### src/hdl/fuse_cfg_pkg.sv
// Purpose: constants for the configuration loader and lock gate
// Assumes: byte-wide configuration store, 10 MHz clock
// Notes: offsets are configuration byte addresses
`default_nettype none
package fuse_cfg_pkg;
    localparam logic [7:0] off_system_config_zero = 8'h05;
    localparam logic [7:0] off_system_config_one = 8'h06;
    localparam logic [7:0] off_app_code_end_cfg = 8'h07;
    localparam logic [7:0] off_boot_end_cfg = 8'h08;
    localparam logic [7:0] off_lock_key_cfg = 8'h0A;

    localparam logic [7:0] rst_system_config_zero = 8'hC0;
    localparam logic [7:0] rst_system_config_one = 8'h07;
    localparam logic [7:0] rst_app_code_end_cfg = 8'h00;
    localparam logic [7:0] rst_boot_end_cfg = 8'h00;
    localparam logic [7:0] rst_lock_key_cfg = 8'hC5;

    localparam int crc_src_msb = 7;
    localparam int crc_src_lsb = 6;
    localparam int reset_pin_bit = 3;
    localparam int eeprom_keep_bit = 0;
    localparam int startup_msb = 2;
    localparam int startup_lsb = 0;

    localparam logic [7:0] open_key = 8'hC5;
    localparam int block_shift = 8;

    typedef enum logic [1:0] {
        crc_full_flash = 2'h0,
        crc_boot_only = 2'h1,
        boot_and_app_crc = 2'h2,
        no_crc_scan = 2'h3
    } crc_source_e;

    typedef enum logic [2:0] {
        mem_sram = 3'h0,
        mem_registers = 3'h1,
        mem_flash = 3'h2,
        mem_eeprom = 3'h3,
        mem_user_data_row = 3'h4,
        mem_signature_row = 3'h5,
        mem_fuses = 3'h6,
        mem_debug_cs = 3'h7
    } mem_space_e;

    localparam int clock_hz = 10_000_000;
    localparam int ms_per_unit = 1;
    localparam int cycles_per_ms = clock_hz / 1000 * ms_per_unit;
    localparam int startup_max_ms = 64;
endpackage
`default_nettype wire

### src/hdl/startup_delay_timer.sv
// Purpose: holds code execution off for the selected start-up time
// Assumes: a 1 ms tick enable from the parent
// Notes: code 0 releases at once
`timescale 1ns/10ps
`default_nettype none
module startup_delay_timer (
    input wire logic clock,
    input wire logic sys_rst,
    input wire logic start,
    input wire logic [2:0] select,
    input wire logic ms_tick,
    output logic done
);
    logic [6:0] target_r;
    logic [6:0] count_r;
    logic run_r;

    function automatic logic [6:0] delay_ms(input logic [2:0] code);
        delay_ms = (code == 3'h0) ? 7'h00 : 7'(7'h01 << (code - 3'h1));
    endfunction

    always_ff @(posedge clock) begin
        if (sys_rst) begin
            run_r <= 1'b0;
            count_r <= 7'h00;
            target_r <= 7'h00;
            done <= 1'b0;
        end else if (start) begin
            run_r <= 1'b1;
            count_r <= 7'h00;
            target_r <= delay_ms(select);
            done <= 1'b0;
        end else if (run_r) begin
            if (count_r >= target_r) begin
                run_r <= 1'b0;
                done <= 1'b1;
            end else if (ms_tick) begin
                count_r <= 7'(count_r + 7'h01);
            end
        end
    end
endmodule // startup_delay_timer
`default_nettype wire

### src/hdl/ms_tick_divider.sv
// Purpose: one-cycle enable every millisecond
// Assumes: single clock
// Notes: count set by parameter
`timescale 1ns/10ps
`default_nettype none
module ms_tick_divider #(
    parameter int cycles = fuse_cfg_pkg::cycles_per_ms
) (
    input wire logic clock,
    input wire logic sys_rst,
    output logic tick
);
    logic [31:0] count_r;

    always_ff @(posedge clock) begin
        if (sys_rst) begin
            count_r <= 32'h0000_0000;
            tick <= 1'b0;
        end else if (count_r >= 32'(cycles - 1)) begin
            count_r <= 32'h0000_0000;
            tick <= 1'b1;
        end else begin
            count_r <= 32'(count_r + 32'h0000_0001);
            tick <= 1'b0;
        end
    end
endmodule // ms_tick_divider
`default_nettype wire

### src/hdl/fuse_config_and_lock_gate.sv
// Purpose: loads configuration bytes after reset, decodes options, gates debug access
// Assumes: configuration store read port answers in the cycle after the address
// Notes: values held until the next reset
`timescale 1ns/10ps
`default_nettype none
module fuse_config_and_lock_gate #(
    parameter int flash_bytes = 49152,
    parameter int ms_cycles = fuse_cfg_pkg::cycles_per_ms
) (
    input wire logic clock,
    input wire logic sys_rst,
    output logic [7:0] cfg_addr,
    output logic cfg_rd,
    input wire logic [7:0] cfg_rdata,
    output logic cfg_loaded,
    output logic code_run,
    output logic [1:0] crc_source_select,
    output logic crc_scan_enable,
    output logic [23:0] crc_scan_end,
    output logic reset_pin_function,
    output logic eeprom_keep_on_erase,
    output logic device_locked,
    output logic [23:0] boot_section_end,
    output logic [23:0] app_code_end,
    input wire logic chip_erase_req,
    output logic eeprom_erase,
    input wire logic [2:0] dbg_space,
    input wire logic dbg_rd,
    input wire logic dbg_wr,
    output logic dbg_rd_grant,
    output logic dbg_wr_grant,
    input wire logic [2:0] cpu_space,
    input wire logic cpu_rd,
    input wire logic cpu_wr,
    output logic cpu_rd_grant,
    output logic cpu_wr_grant
);
    typedef enum logic [2:0] {
        ld_zero = 3'h0,
        ld_one = 3'h1,
        ld_app = 3'h2,
        ld_boot = 3'h3,
        ld_lock = 3'h4,
        ld_done = 3'h5
    } load_state_e;

    localparam int slots = 5;

    load_state_e state_r;
    load_state_e state_nxt;
    logic [7:0] hold_r [0:slots-1];
    logic [7:0] sys0_r;
    logic [7:0] sys1_r;
    logic [7:0] app_r;
    logic [7:0] boot_r;
    logic [7:0] lock_r;
    logic pend_r;
    logic ms_tick;
    logic start_pulse;
    logic [23:0] flash_top;
    logic [23:0] boot_bytes;
    logic [23:0] app_bytes;
    logic [7:0] dbg_rd_ok;
    logic [7:0] dbg_wr_ok;
    logic [7:0] cpu_wr_ok;

    assign flash_top = 24'(flash_bytes);

    // value a holding slot takes while reset is applied
    function automatic logic [7:0] hold_default(input int slot);
        case (slot)
            0: hold_default = fuse_cfg_pkg::rst_system_config_zero;
            1: hold_default = fuse_cfg_pkg::rst_system_config_one;
            2: hold_default = fuse_cfg_pkg::rst_app_code_end_cfg;
            3: hold_default = fuse_cfg_pkg::rst_boot_end_cfg;
            default: hold_default = fuse_cfg_pkg::rst_lock_key_cfg;
        endcase
    endfunction

    // block count to byte address
    function automatic logic [23:0] blocks_to_bytes(input logic [7:0] blocks);
        blocks_to_bytes = 24'(blocks) << fuse_cfg_pkg::block_shift;
    endfunction

    function automatic logic is_own_space(input logic [2:0] space);
        is_own_space = (space == fuse_cfg_pkg::mem_debug_cs);
    endfunction

    function automatic logic is_read_only(input logic [2:0] space);
        is_read_only = (space == fuse_cfg_pkg::mem_signature_row);
    endfunction

    function automatic logic is_fuse_space(input logic [2:0] space);
        is_fuse_space = (space == fuse_cfg_pkg::mem_fuses);
    endfunction

    function automatic logic [7:0] load_addr(input load_state_e s);
        unique case (s)
            ld_zero: load_addr = fuse_cfg_pkg::off_system_config_zero;
            ld_one: load_addr = fuse_cfg_pkg::off_system_config_one;
            ld_app: load_addr = fuse_cfg_pkg::off_app_code_end_cfg;
            ld_boot: load_addr = fuse_cfg_pkg::off_boot_end_cfg;
            ld_lock: load_addr = fuse_cfg_pkg::off_lock_key_cfg;
            default: load_addr = 8'h00;
        endcase
    endfunction

    // next step of the load sequence, one byte per two cycles
    always_comb begin
        state_nxt = state_r;
        if (pend_r) begin
            unique case (state_r)
                ld_zero: state_nxt = ld_one;
                ld_one: state_nxt = ld_app;
                ld_app: state_nxt = ld_boot;
                ld_boot: state_nxt = ld_lock;
                ld_lock: state_nxt = ld_done;
                default: state_nxt = ld_done;
            endcase
        end
    end

    always_ff @(posedge clock) begin
        if (sys_rst) begin
            state_r <= ld_zero;
        end else begin
            state_r <= state_nxt;
        end
    end

    // strobe cycle, then capture cycle
    always_ff @(posedge clock) begin
        if (sys_rst) begin
            pend_r <= 1'b0;
        end else if (state_r != ld_done) begin
            pend_r <= ~pend_r;
        end
    end

    // holding registers written only during load; slot index follows load step
    always_ff @(posedge clock) begin
        for (int i = 0; i < slots; i++) begin
            if (sys_rst) begin
                hold_r[i] <= hold_default(i);
            end else if (pend_r && (state_r == load_state_e'(3'(i)))) begin
                hold_r[i] <= cfg_rdata;
            end
        end
    end

    assign sys0_r = hold_r[0];
    assign sys1_r = hold_r[1];
    assign app_r = hold_r[2];
    assign boot_r = hold_r[3];
    assign lock_r = hold_r[4];

    assign cfg_addr = load_addr(state_r);
    assign cfg_rd = (state_r != ld_done) && !pend_r;
    assign cfg_loaded = (state_r == ld_done);
    assign start_pulse = pend_r && (state_r == ld_lock);

    ms_tick_divider #(.cycles(ms_cycles)) u_div (
        .clock(clock),
        .sys_rst(sys_rst),
        .tick(ms_tick)
    );

    startup_delay_timer u_sut (
        .clock(clock),
        .sys_rst(sys_rst),
        .start(start_pulse),
        .select(sys1_r[fuse_cfg_pkg::startup_msb:fuse_cfg_pkg::startup_lsb]),
        .ms_tick(ms_tick),
        .done(code_run)
    );

    assign device_locked = cfg_loaded ? (lock_r != fuse_cfg_pkg::open_key) : 1'b1;
    assign reset_pin_function = sys0_r[fuse_cfg_pkg::reset_pin_bit];
    assign eeprom_keep_on_erase = sys0_r[fuse_cfg_pkg::eeprom_keep_bit];
    assign crc_source_select = sys0_r[fuse_cfg_pkg::crc_src_msb:fuse_cfg_pkg::crc_src_lsb];

    assign boot_bytes = blocks_to_bytes(boot_r);
    assign app_bytes = blocks_to_bytes(app_r);

    // section boundaries in 256-byte blocks
    always_comb begin
        boot_section_end = boot_bytes;
        app_code_end = app_bytes;
        if (boot_r == 8'h00) begin
            boot_section_end = flash_top;
            app_code_end = flash_top;
        end else if (app_r == 8'h00) begin
            app_code_end = flash_top;
        end
    end

    always_comb begin
        crc_scan_enable = 1'b1;
        unique case (crc_source_select)
            2'h0: crc_scan_end = flash_top;
            2'h1: crc_scan_end = boot_section_end;
            2'h2: crc_scan_end = app_code_end;
            2'h3: begin
                crc_scan_end = 24'h000000;
                crc_scan_enable = 1'b0;
            end
        endcase
    end

    // locked erase ignores keep bit
    always_comb begin
        if (device_locked) begin
            eeprom_erase = chip_erase_req;
        end else begin
            eeprom_erase = chip_erase_req && !eeprom_keep_on_erase;
        end
    end

    // access table per memory space
    generate
        for (genvar g = 0; g < 8; g++) begin : g_space
            localparam logic [2:0] sp = 3'(g);
            assign dbg_rd_ok[g] = is_own_space(sp) || !device_locked;
            assign dbg_wr_ok[g] = is_own_space(sp) || (!device_locked && !is_read_only(sp));
            assign cpu_wr_ok[g] = !is_read_only(sp) && !is_fuse_space(sp);
        end
    endgenerate

    // debug port gating
    always_comb begin
        dbg_rd_grant = dbg_rd && dbg_rd_ok[dbg_space];
        dbg_wr_grant = dbg_wr && dbg_wr_ok[dbg_space];
    end

    // cpu is not affected by lock
    always_comb begin
        cpu_rd_grant = cpu_rd;
        cpu_wr_grant = cpu_wr && cpu_wr_ok[cpu_space];
    end
endmodule // fuse_config_and_lock_gate
`default_nettype wire

### config.mk
export PLATFORM = sky130hd
export DESIGN_NAME = fuse_config_and_lock_gate
export DESIGN_NICKNAME = d
export VERILOG_FILES = /design/src/hdl/fuse_cfg_pkg.sv /design/src/hdl/startup_delay_timer.sv /design/src/hdl/ms_tick_divider.sv /design/src/hdl/fuse_config_and_lock_gate.sv
export SDC_FILE = /design/constraint.sdc
export NUM_CORES = 1
export LEC_CHECK = 0
export ABC_AREA = 1
export BUFFER_PORTS_ARGS = -buffer_cell sky130_fd_sc_hd__buf_2
export CORE_ASPECT_RATIO = 1.4
export CORE_MARGIN = 8
export CORE_UTILIZATION = 40
export DETAILED_ROUTE_END_ITERATION = 8
export PLACE_DENSITY_LB_ADDON = 0.15
export SYNTH_ARGS = -nofsm -noshare
export SYNTH_HDL_FRONTEND = slang
export SYNTH_HIERARCHICAL = 1
export SYNTH_SLANG_ARGS = --single-unit
### constraint.sdc
create_clock -name clock -period 4.99 [get_ports clock]
set_input_delay 0.499 -clock clock [delete_from_list [all_inputs] [get_ports clock]]
set_output_delay 0.499 -clock clock [all_outputs]
set_load 0.005 [all_outputs]
==> results of run 1 <==
-- metrics by stage --
stage	worst slack, ns	hold slack [ns]
6_report	2.83	0.447
5_1_grt	2.71	0.483
4_1_cts	2.84	0.451
3_5_place_dp	2.93	0.443
3_3_place_gp	2.96	0.429
2_1_floorplan	3.26	0.417
-- flip-flops by register name, summed over array words and instances, names as in the netlist --
signal / cells
hold_r: 31
u_sut/count_r: 7
u_sut/run_r: 1
u_div/count_r: 32
u_sut/done: 1
state_r: 3
u_sut/target_r: 7
u_div/tick: 1
pend_r: 1
-- worst register-to-register path, stage by stage (launching register included) --
cell and delay [ns]:
dfxtp_1 0.39, nor2_1 0.26, nand2_1 0.11, o21ai_0 0.86
-- worst max path at each step --
stage | cells past startpoint | slack (ns) | from | endpoint
6_report | 4 | 2.83 | hold_r[0][6] | crc_scan_end[15]
5_1_grt | 7 | 2.71 | hold_r[3][1] | crc_scan_end[10]
4_1_cts | 7 | 2.84 | hold_r[3][3] | crc_scan_end[10]
3_5_place_dp | 3 | 2.93 | sys_rst | hold_r[3][5]
3_3_place_gp | 3 | 2.96 | sys_rst | hold_r[3][3]
2_1_floorplan | 3 | 3.26 | state_r[2] | hold_r[2][0]
-- cell type report --
cell class	count	area, um2
Fill cell	1121	5840
Sequential cell	84	1990
Multi-Input combinational cell	371	1830
Timing Repair Buffer	60	300
Inverter	73	275
Clock buffer	9	225
Tap cell	141	176
Clock inverter	7	51.3
-- logic make-up after synthesis --
group	after synthesis
simple gates	248
other cells	2
compound gates	33
xor+xnor	10
fa+ha+maj	10
buf+inv	136
flops	84
-- where the power goes --
part	internal [mW]	switching [mW]	total, mW	leakage, nW
logic	0.0276	0.0606	0.0883	1.37
registers	0.729	0.0107	0.740	0.726
clock network	0.339	0.270	0.609	0.131
-- cell usage in the layout, fill, tap and decap left out, types with 2 or more instances in the layout --
cell type / count
clkinvlp_2: 2
conb_1: 70
o21bai_1: 2
nand3_2: 4
clkinv_4: 2
dfxtp_1: 53
edfxtp_1: 31
nor2_2: 16
o21ai_0: 13
xnor2_1: 6
nand2_2: 10
nor2_4: 5
nand2_1: 86
nand3_1: 21
inv_2: 6
clkbuf_16: 9
inv_1: 65
xor2_1: 4
nand4_2: 2
ha_1: 10
nand4_1: 8
buf_2: 60
a21oi_1: 6
nor2_1: 90
clkinv_1: 2
o22ai_1: 5
or2_1: 2
-- metal layers --
layer,vias up,wire (um),global-route usage
li1,1663,-,-
met1,1447,3270,0.115
met2,91,4340,0.210
met3,20,645,0.0437
met4,0,225,0.0712
met5,-,0,0
==> impl_metrics.py, run 1 <==
metrics = {
    "outcome": {
        "status": "completed",
    },
    "timing": {
        "slew_headroom": 0.240,
        "fin_skew_ns": 0.00746,
        "max_freq_mhz": 463,
        "setup_viol": 0,
        "timing_worst_slew_pin_value_ns": 1.13,
        "period_share": 0.433,
        "post-route-min-period_ns": 2.16,
        "rsz0062_at_grt": "false",
        "fin_tns_setup_ns": 0,
        "slew_viol_final": 0,
        "hold_viol_final": 0,
    },
    "grt": {
        "grt_pass1_wl_um": 13900,
        "grt_max_degree": 16,
        "antenna_found_initial": 0,
        "groute.usage.overall": 0.118,
        "overflow": 0,
        "grt_pass1_vias": 2971,
    },
    "clocking": {
        "ctsHoldBuffers": 0,
        "insertion_delay_ns": 0.34,
        "clkSlewWorstSetupHoldPaths_ns": 0.06,
        "cts_tree": "yes",
        "htree_num_levels": 3,
        "cts.sinks": 84,
        "cts_made_buffers": 9,
        "cts_root_buf": "clkbuf_16",
        "cts_setup_buffers": 0,
        "cts_repair_resize_count": 0,
        "ctsLongestPathBuffers": 2,
    },
    "placement": {
        "detailed_place.area_mm2": 0.00458,
        "post-place-cells": 729,
        "numPortBuffers": 60,
        "gp_congestion": 0.866,
        "dp_hpwl_um": 6770,
    },
    "routing": {
        "ant_nets": 0,
        "vias_per_cell": 4.32,
        "post-route-drc-count": 0,
        "wl_per_cell_um": 11.4,
        "drtIter0Drc": 183,
        "first_pass_iters": 4,
        "vias": 3221,
        "drt_wl_total_um": 8480,
    },
    "setup_path": {
        "ff2ff_setup_slack_ns": 3.00,
        "ff2ff_path_depth": 3,
        "critPathTopFamily": "simple AND/OR/NAND/NOR gates",
        "regToRegEndpoint": "hold_r[2][6]",
        "slowest_delay_ns": 0.52,
        "worstPathMaxFanout": 10,
        "rr_startpoint": "state_r[2]",
        "worstSetupStartpointType": "flop",
        "path_common_cell": "nand2_1",
        "crit_chain": "nor2_1, nand2_1, nand2_1, buf_2",
        "worst-path-buf-inv": 1,
        "slowest_stage": "edfxtp_1",
        "criticalPathCategory": "reg2out",
        "setup.worst_path.end_class": "output port",
        "cp.arrival_ns": 1.66,
        "required_ns": 4.49,
    },
    "floorplan": {
        "die_w_um": 104,
        "core_mm2": 0.0107,
        "rows": 45,
        "fp.dieArea_mm2": 0.0144,
        "dieHeight_um": 139,
        "num_io_pins": 115,
        "initial_utilization": 0.404,
    },
    "yosys": {
        "ys_seq_elements": 84,
        "ys_seq_area_frac": 0.461,
        "syn-instance-count": 523,
        "synth_most_common_cell": "nor2_1",
        "synth_edf_count": 31,
        "synth_top_family_by_area": "simple AND/OR/NAND/NOR gates",
        "synthArstFlopShare": 0,
        "yosysTopAreaCell": "dfxtp_1",
        "synth_warnings": 6,
        "synth_fa_ha_area_frac": 0.0290,
        "ys_top_cells_by_count": "nor2_1 (90), nand2_1 (86), inv_1 (65), buf_4 (53), dfxtp_1 (53)",
        "synth_mux_area_frac": 0,
        "synth.distinct_cells": 39,
        "synth_area_mm2": 0.00432,
        "yosys.area_share.simple": 0.267,
        "avgSynthCellArea_um2": 8.25,
        "ys.flop_type": "dfxtp_1",
        "synth_compound_area_frac": 0.0475,
        "synth_top_cell_area_share": 0.246,
        "synth_xor_area_frac": 0.0203,
        "netlist_top_cells_area": "dfxtp_1 (25%), edfxtp_1 (22%), buf_4 (9.2%)",
    },
    "final_layout": {
        "final_design_area_no_fill_mm2": 0.00485,
        "drive_gt1_frac": 0.204,
        "num-nets-final": 630,
        "final_util": 0.454,
        "syn_to_final_growth_pct": 12.4,
        "diodes": 0,
        "final_cells": 745,
    },
    "job": {
        "drv_cap": 0,
    },
    "hold_path": {
        "min_path_type": "reg2reg",
        "hp-start": "u_div/count_r[0]",
        "hold_path_end": "u_div/count_r[0]",
        "holdPathStages": 1,
    },
    "power_and_ir_drop": {
        "peakVddDrop_mv": 0.244,
        "p_total_mw": 1.44,
        "power.leakage_nw": 2.23,
        "pwr_density_cell_mw_per_mm2": 296,
    },
}
Power figures use the tool's default switching activity.
==> run 2, diff against run 1 <==
==> constraint.sdc (replaced) <==
create_clock -name clock -period 2.3 [get_ports clock]
set_input_delay 0.23 -clock clock [delete_from_list [all_inputs] [get_ports clock]]
set_output_delay 0.23 -clock clock [all_outputs]
set_load 0.005 [all_outputs]
==> run 2 against run 1 <==
- critical path depth is 1 lower
- combinational power grew 120%
- wire length is 2.4% lower
- clock-buffer cell count unchanged
- via count decreased by 0.99%
- setup slack got worse by 2.4 ns
- first-iteration DRC count decreased by 16%
- worst hold slack worse by 0.20 ns
- final cell count stayed put
- sequential share of layout area decreased by 0.60 points
- critical path type is now reg2reg
==> impl_metrics.py, run 2 (same netlist as run 1, synthesis figures left out) <==
metrics = {
    "hold_path": {
        "min_path_type": "in2reg",
    },
    "clocking": {
        "cts_made_buffers": 9,
        "clkSlewWorstSetupHoldPaths_ns": 0.06,
        "insertion_delay_ns": 0.33,
        "htree_num_levels": 3,
        "cts_setup_buffers": 0,
        "ctsLongestPathBuffers": 2,
        "ctsHoldBuffers": 0,
        "cts_root_buf": "clkbuf_16",
        "cts.sinks": 84,
        "cts_repair_resize_count": 0,
        "cts_tree": "yes",
    },
    "final_layout": {
        "layout_commonest_cell": "nor2_1",
        "largest_reg_flops": 32,
        "top_regs": "u_div/count_r (32), hold_r (31)",
        "top_register": "u_div/count_r",
        "syn_to_final_growth_pct": 14.1,
        "layout_common_cells": "nor2_1 (90), nand2_1 (86), conb_1 (70), inv_1 (65), buf_2 (60)",
        "drive_gt1_frac": 0.205,
        "diodes": 0,
        "num-nets-final": 630,
        "fillCellCount": 1075,
        "final_util": 0.460,
    },
    "setup_path": {
        "required_ns": 2.25,
        "setup.worst_path.end_class": "flop",
        "slowest_stage": "o21ai_0",
        "worstSetupStartpointType": "flop",
        "worstPathMaxFanout": 8,
        "crit_chain": "nor2_1, nand2_1, o21ai_0",
        "cp.arrival_ns": 1.86,
        "slowest_delay_ns": 0.84,
        "criticalPathCategory": "reg2reg",
    },
    "timing": {
        "setup_viol": 0,
        "slew_headroom": 0.223,
        "fin_skew_ns": 0.00599,
        "hold_viol_final": 0,
        "slew_viol_final": 0,
        "fin_tns_setup_ns": 0,
        "timing_worst_slew_pin_value_ns": 1.15,
        "max_freq_mhz": 523,
        "period_share": 0.831,
        "rsz0062_at_grt": "false",
        "post-route-min-period_ns": 1.91,
    },
    "routing": {
        "drt_wl_total_um": 8280,
        "ant_nets": 0,
        "drtIter0Drc": 154,
        "vias_per_cell": 4.28,
        "first_pass_iters": 4,
        "post-route-drc-count": 0,
        "vias": 3189,
        "wl_per_cell_um": 11.1,
    },
    "grt": {
        "overflow": 0,
        "grt_max_degree": 16,
        "antenna_found_initial": 0,
        "groute.usage.overall": 0.118,
        "grt_pass1_vias": 3180,
        "grt_pass1_wl_um": 14100,
    },
    "placement": {
        "dp_hpwl_um": 6650,
        "gp_congestion": 0.862,
        "numPortBuffers": 60,
    },
    "floorplan": {
        "num_io_pins": 115,
        "rows": 45,
        "die_w_um": 104,
        "dieHeight_um": 139,
        "core_mm2": 0.0107,
        "fp.dieArea_mm2": 0.0144,
        "initial_utilization": 0.404,
    },
    "job": {
        "drv_cap": 0,
    },
    "power_and_ir_drop": {
        "peakVddDrop_mv": 0.734,
        "pwr_density_cell_mw_per_mm2": 699,
        "power.leakage_nw": 2.26,
    },
    "outcome": {
        "status": "completed",
    },
}
[run 2: cell count changes in the layout (fill, tap and decap cells not counted)]
cell,previous run,this run
bufinv_16,0,3
clkinvlp_2,2,1
clkinv_1,2,1
inv_6,1,0
[run 2: metal layers]
layer	global-route usage	routed length, um	vias to the layer above
met3	0.0479	640	16
li1	-	-	1663
met2	0.215	4230	86
met4	0.0620	233	0
met1	0.110	3180	1424
met5	0	0	-
[run 2: worst max-delay path, delay by kind of cell, from the launching register on]
family           cells  cell delay, ns
AO/OA/AOI/OAI        1            0.84
flip-flops           1            0.36
AND/OR/NAND/NOR      2            0.33
[run 2: final timing paths]
check	start	endpoint	slack, ns	depth (start not counted)
worst max-delay path	state_r[1]	hold_r[4][5]	0.39	3
worst min-delay path	cfg_rdata[7]	hold_r[0][7]	0.25	3
worst max register to register	state_r[1]	hold_r[4][5]	0.39	3
worst min register to register	u_div/count_r[0]	u_div/count_r[0]	0.45	1
[run 2: cell type report]
class / instances / area, um2 / area share
flip-flops and latches: 84 / 1990 / 0.404
clock buffers: 9 / 225 / 0.0457
multi-input cells: 371 / 1830 / 0.372
clock inverters: 7 / 124 / 0.0251
inverters: 73 / 275 / 0.0559
well taps: 141 / 176 / 0.0358
repair buffers: 60 / 300 / 0.0610
[run 2: metrics by stage]
stage,hold slack (ns),total power [mW],instances,setup slack [ns],area [um2]
final,0.248,3.44,745,0.389,4930
after global routing,0.249,3.58,745,0.172,4930
after CTS,0.242,3.48,745,0.366,4930
after detailed placement,0.443,1.83,729,0.375,4580
after global placement,0.431,1.82,729,0.431,4580
after floorplan,0.299,1.81,591,0.574,4570
[run 2: where the power goes]
group	leakage [nW]	total (mW)	switching [mW]	internal, mW
Sequential	0.726	1.61	0.0232	1.58
Combinational	1.37	0.190	0.130	0.0599
Clock	0.168	1.65	0.577	1.07
==> run 3, diff against run 2 <==
--- a/config.mk
+++ b/config.mk
@@ -5,7 +5,7 @@
 export SDC_FILE = /design/constraint.sdc
 export NUM_CORES = 1
 export LEC_CHECK = 0
-export ABC_AREA = 1
+export ABC_AREA = 0
 export BUFFER_PORTS_ARGS = -buffer_cell sky130_fd_sc_hd__buf_2
 export CORE_ASPECT_RATIO = 1.4
 export CORE_MARGIN = 8
==> constraint.sdc (replaced) <==
create_clock -name clock -period 1.57 [get_ports clock]
set_input_delay 0.157 -clock clock [delete_from_list [all_inputs] [get_ports clock]]
set_output_delay 0.157 -clock clock [all_outputs]
set_load 0.005 [all_outputs]
==> run 3 against run 2 <==
- the run now ends with negative setup slack left
- via count fell by 5.6%
- global-route usage is 0.61 points higher
- die area fell by 1.8%
- setup slack got worse by 0.72 ns
- final cell count decreased by 11%
- sequential power is 47% higher
==> impl_metrics.py, run 3 <==
metrics = {
    "final_layout": {
        "top_regs": "u_div/count_r (32), hold_r (31)",
        "final_design_area_no_fill_mm2": 0.00551,
        "diodes": 0,
        "top_register": "u_div/count_r",
        "regArea_mm2": 0.00201,
        "layout_common_cells": "conb_1 (70), buf_2 (52), buf_4 (40), dfxtp_1 (37), edfxtp_1 (31)",
        "drive_gt1_frac": 0.404,
        "largest_reg_flops": 32,
        "multi_input_area_mm2": 0.00224,
        "final_util": 0.533,
        "final_cells": 665,
        "fillCellCount": 979,
        "num-nets-final": 553,
        "syn_to_final_growth_pct": 30.4,
        "layout_commonest_cell": "conb_1",
    },
    "hold_path": {
        "min_path_type": "in2reg",
    },
    "yosys": {
        "netlist_top_cells_area": "dfxtp_1 (25%), edfxtp_1 (22%), buf_4 (9.4%)",
        "ys_seq_elements": 84,
        "synthArstFlopShare": 0,
        "synth_top_cell_area_share": 0.251,
        "avgSynthCellArea_um2": 10.4,
        "ys_top_cells_by_count": "buf_4 (53), dfxtp_1 (53), nor2_1 (37), edfxtp_1 (31), and2_1 (23)",
        "synth_area_mm2": 0.00423,
        "synth.distinct_cells": 66,
        "synth_warnings": 6,
        "ys.flop_type": "dfxtp_1",
        "yosysTopAreaCell": "dfxtp_1",
        "syn-instance-count": 407,
        "synth_edf_count": 31,
        "ys_seq_area_frac": 0.471,
    },
    "setup_path": {
        "worstPathMaxFanout": 6,
        "setup.worst_path.end_class": "output port",
        "required_ns": 1.41,
        "worstSetupStartpointType": "flop",
        "cp.arrival_ns": 1.74,
        "criticalPathCategory": "reg2out",
    },
    "grt": {
        "antenna_found_initial": 0,
        "grt_pass1_vias": 2903,
        "groute.usage.overall": 0.124,
        "grt_pass1_wl_um": 13800,
        "grt_max_degree": 21,
        "overflow": 0,
    },
    "placement": {
        "gp_congestion": 0.781,
        "detailed_place.area_mm2": 0.00473,
        "dp_slack_ns": -0.0698,
        "numPortBuffers": 60,
        "dp_hpwl_um": 6700,
        "post-place-cells": 639,
    },
    "clocking": {
        "htree_num_levels": 3,
        "ctsHoldBuffers": 0,
        "ctsLongestPathBuffers": 2,
        "cts_tree": "yes",
        "cts_root_buf": "clkbuf_16",
        "cts_made_buffers": 9,
        "cts.sinks": 84,
        "clkSlewWorstSetupHoldPaths_ns": 0.06,
        "insertion_delay_ns": 0.33,
    },
    "timing": {
        "max_freq_mhz": 526,
        "fin_ws_ns": -0.330,
        "hold_viol_final": 0,
        "hold_ws_ns": 0.130,
        "fin_skew_ns": 0.00741,
        "setup_viol": 22,
        "rsz0062_at_grt": "true",
        "post-route-min-period_ns": 1.90,
        "slew_viol_final": 0,
        "period_share": 1.21,
    },
    "routing": {
        "vias_per_cell": 4.53,
        "drt_wl_total_um": 8920,
        "wl_per_cell_um": 13.4,
        "first_pass_iters": 4,
        "vias": 3012,
        "drtIter0Drc": 109,
        "ant_nets": 0,
        "post-route-drc-count": 0,
    },
    "floorplan": {
        "num_io_pins": 115,
        "core_mm2": 0.0103,
        "die_w_um": 103,
        "initial_utilization": 0.408,
        "rows": 44,
        "fp.dieArea_mm2": 0.0142,
        "dieHeight_um": 138,
    },
    "outcome": {
        "violations": "negative setup slack",
        "status": "finished with violations",
    },
    "job": {
        "drv_cap": 0,
    },
    "power_and_ir_drop": {
        "peakVddDrop_mv": 0.652,
        "pwr_density_cell_mw_per_mm2": 910,
        "power.leakage_nw": 2.28,
    },
}
[run 3: cell count changes after synthesis, moves of 10 or more]
cell     previous run  this run
nand2_1            86        16
inv_1              65        12
nor2_1             90        37
and2_1              0        23
nand3_1            21         6
nor2_2             16         2
nand2_2            10         0
o21ai_0            13         3
[run 3: through the flow]
stage          power [mW]  TNS, ns
2_1_floorplan        2.68        0
3_3_place_gp         2.74   -0.568
3_5_place_dp         2.75    -1.05
4_1_cts              5.05    -5.48
5_1_grt              5.22    -7.56
6_report             5.02    -5.22
[run 3: worst paths after layout]
| path | from | endpoint | depth (start not counted) | slack [ns] |
|---|---|---|---|---|
| worst max register to register | u_div/count_r[7] | u_div/count_r[2] | 5 | 0.02 |
| worst max-delay path | hold_r[3][6] | crc_scan_end[8] | 5 | -0.33 |
| worst min register to register | u_div/count_r[0] | u_div/count_r[0] | 1 | 0.43 |
| worst min-delay path | cfg_rdata[4] | hold_r[3][4] | 2 | 0.13 |
[run 3: cell type report]
class,count,share of cell area
multi-input combinational,309,0.406
sequential,84,0.365
timing repair buffer,106,0.130
clock buffer,10,0.0434
tap,138,0.0313
clock inverter,6,0.0157
inverter,12,0.00817
[run 3: logic make-up after synthesis]
logic type / synth area share
adder cells (fa/ha/maj): 0.0296
other: 0.00178
AND/OR/NAND/NOR: 0.226
buffers and inverters: 0.127
multiplexers: 0.00711
AO/OA/AOI/OAI: 0.102
XOR/XNOR: 0.0352
flip-flops: 0.471
[run 3: report_power, final]
part | total (mW) | internal (mW) | switching, mW
clock network | 2.25 | 1.43 | 0.816
registers | 2.37 | 2.32 | 0.0479
logic | 0.395 | 0.194 | 0.201
[run 3: timing repair]
action	CTS	global route
resized for setup	38	57
pin swaps	24	31
setup buffers	2	7
gates cloned	0	1
endpoints found under the setup margin	39	47
[run 3: critical path, stage by stage, from the launching register on]
cell and delay, ns:
edfxtp_1 0.42, nor4_4 0.37, buf_4 0.18, a211oi_4 0.08
a22o_2 0.24, buf_2 0.12
[run 3: routing by layer]
metal	routed length (um)	track usage
met5	0	0
met4	180	0.0533
met3	538	0.0278
met2	4860	0.231
met1	3350	0.130
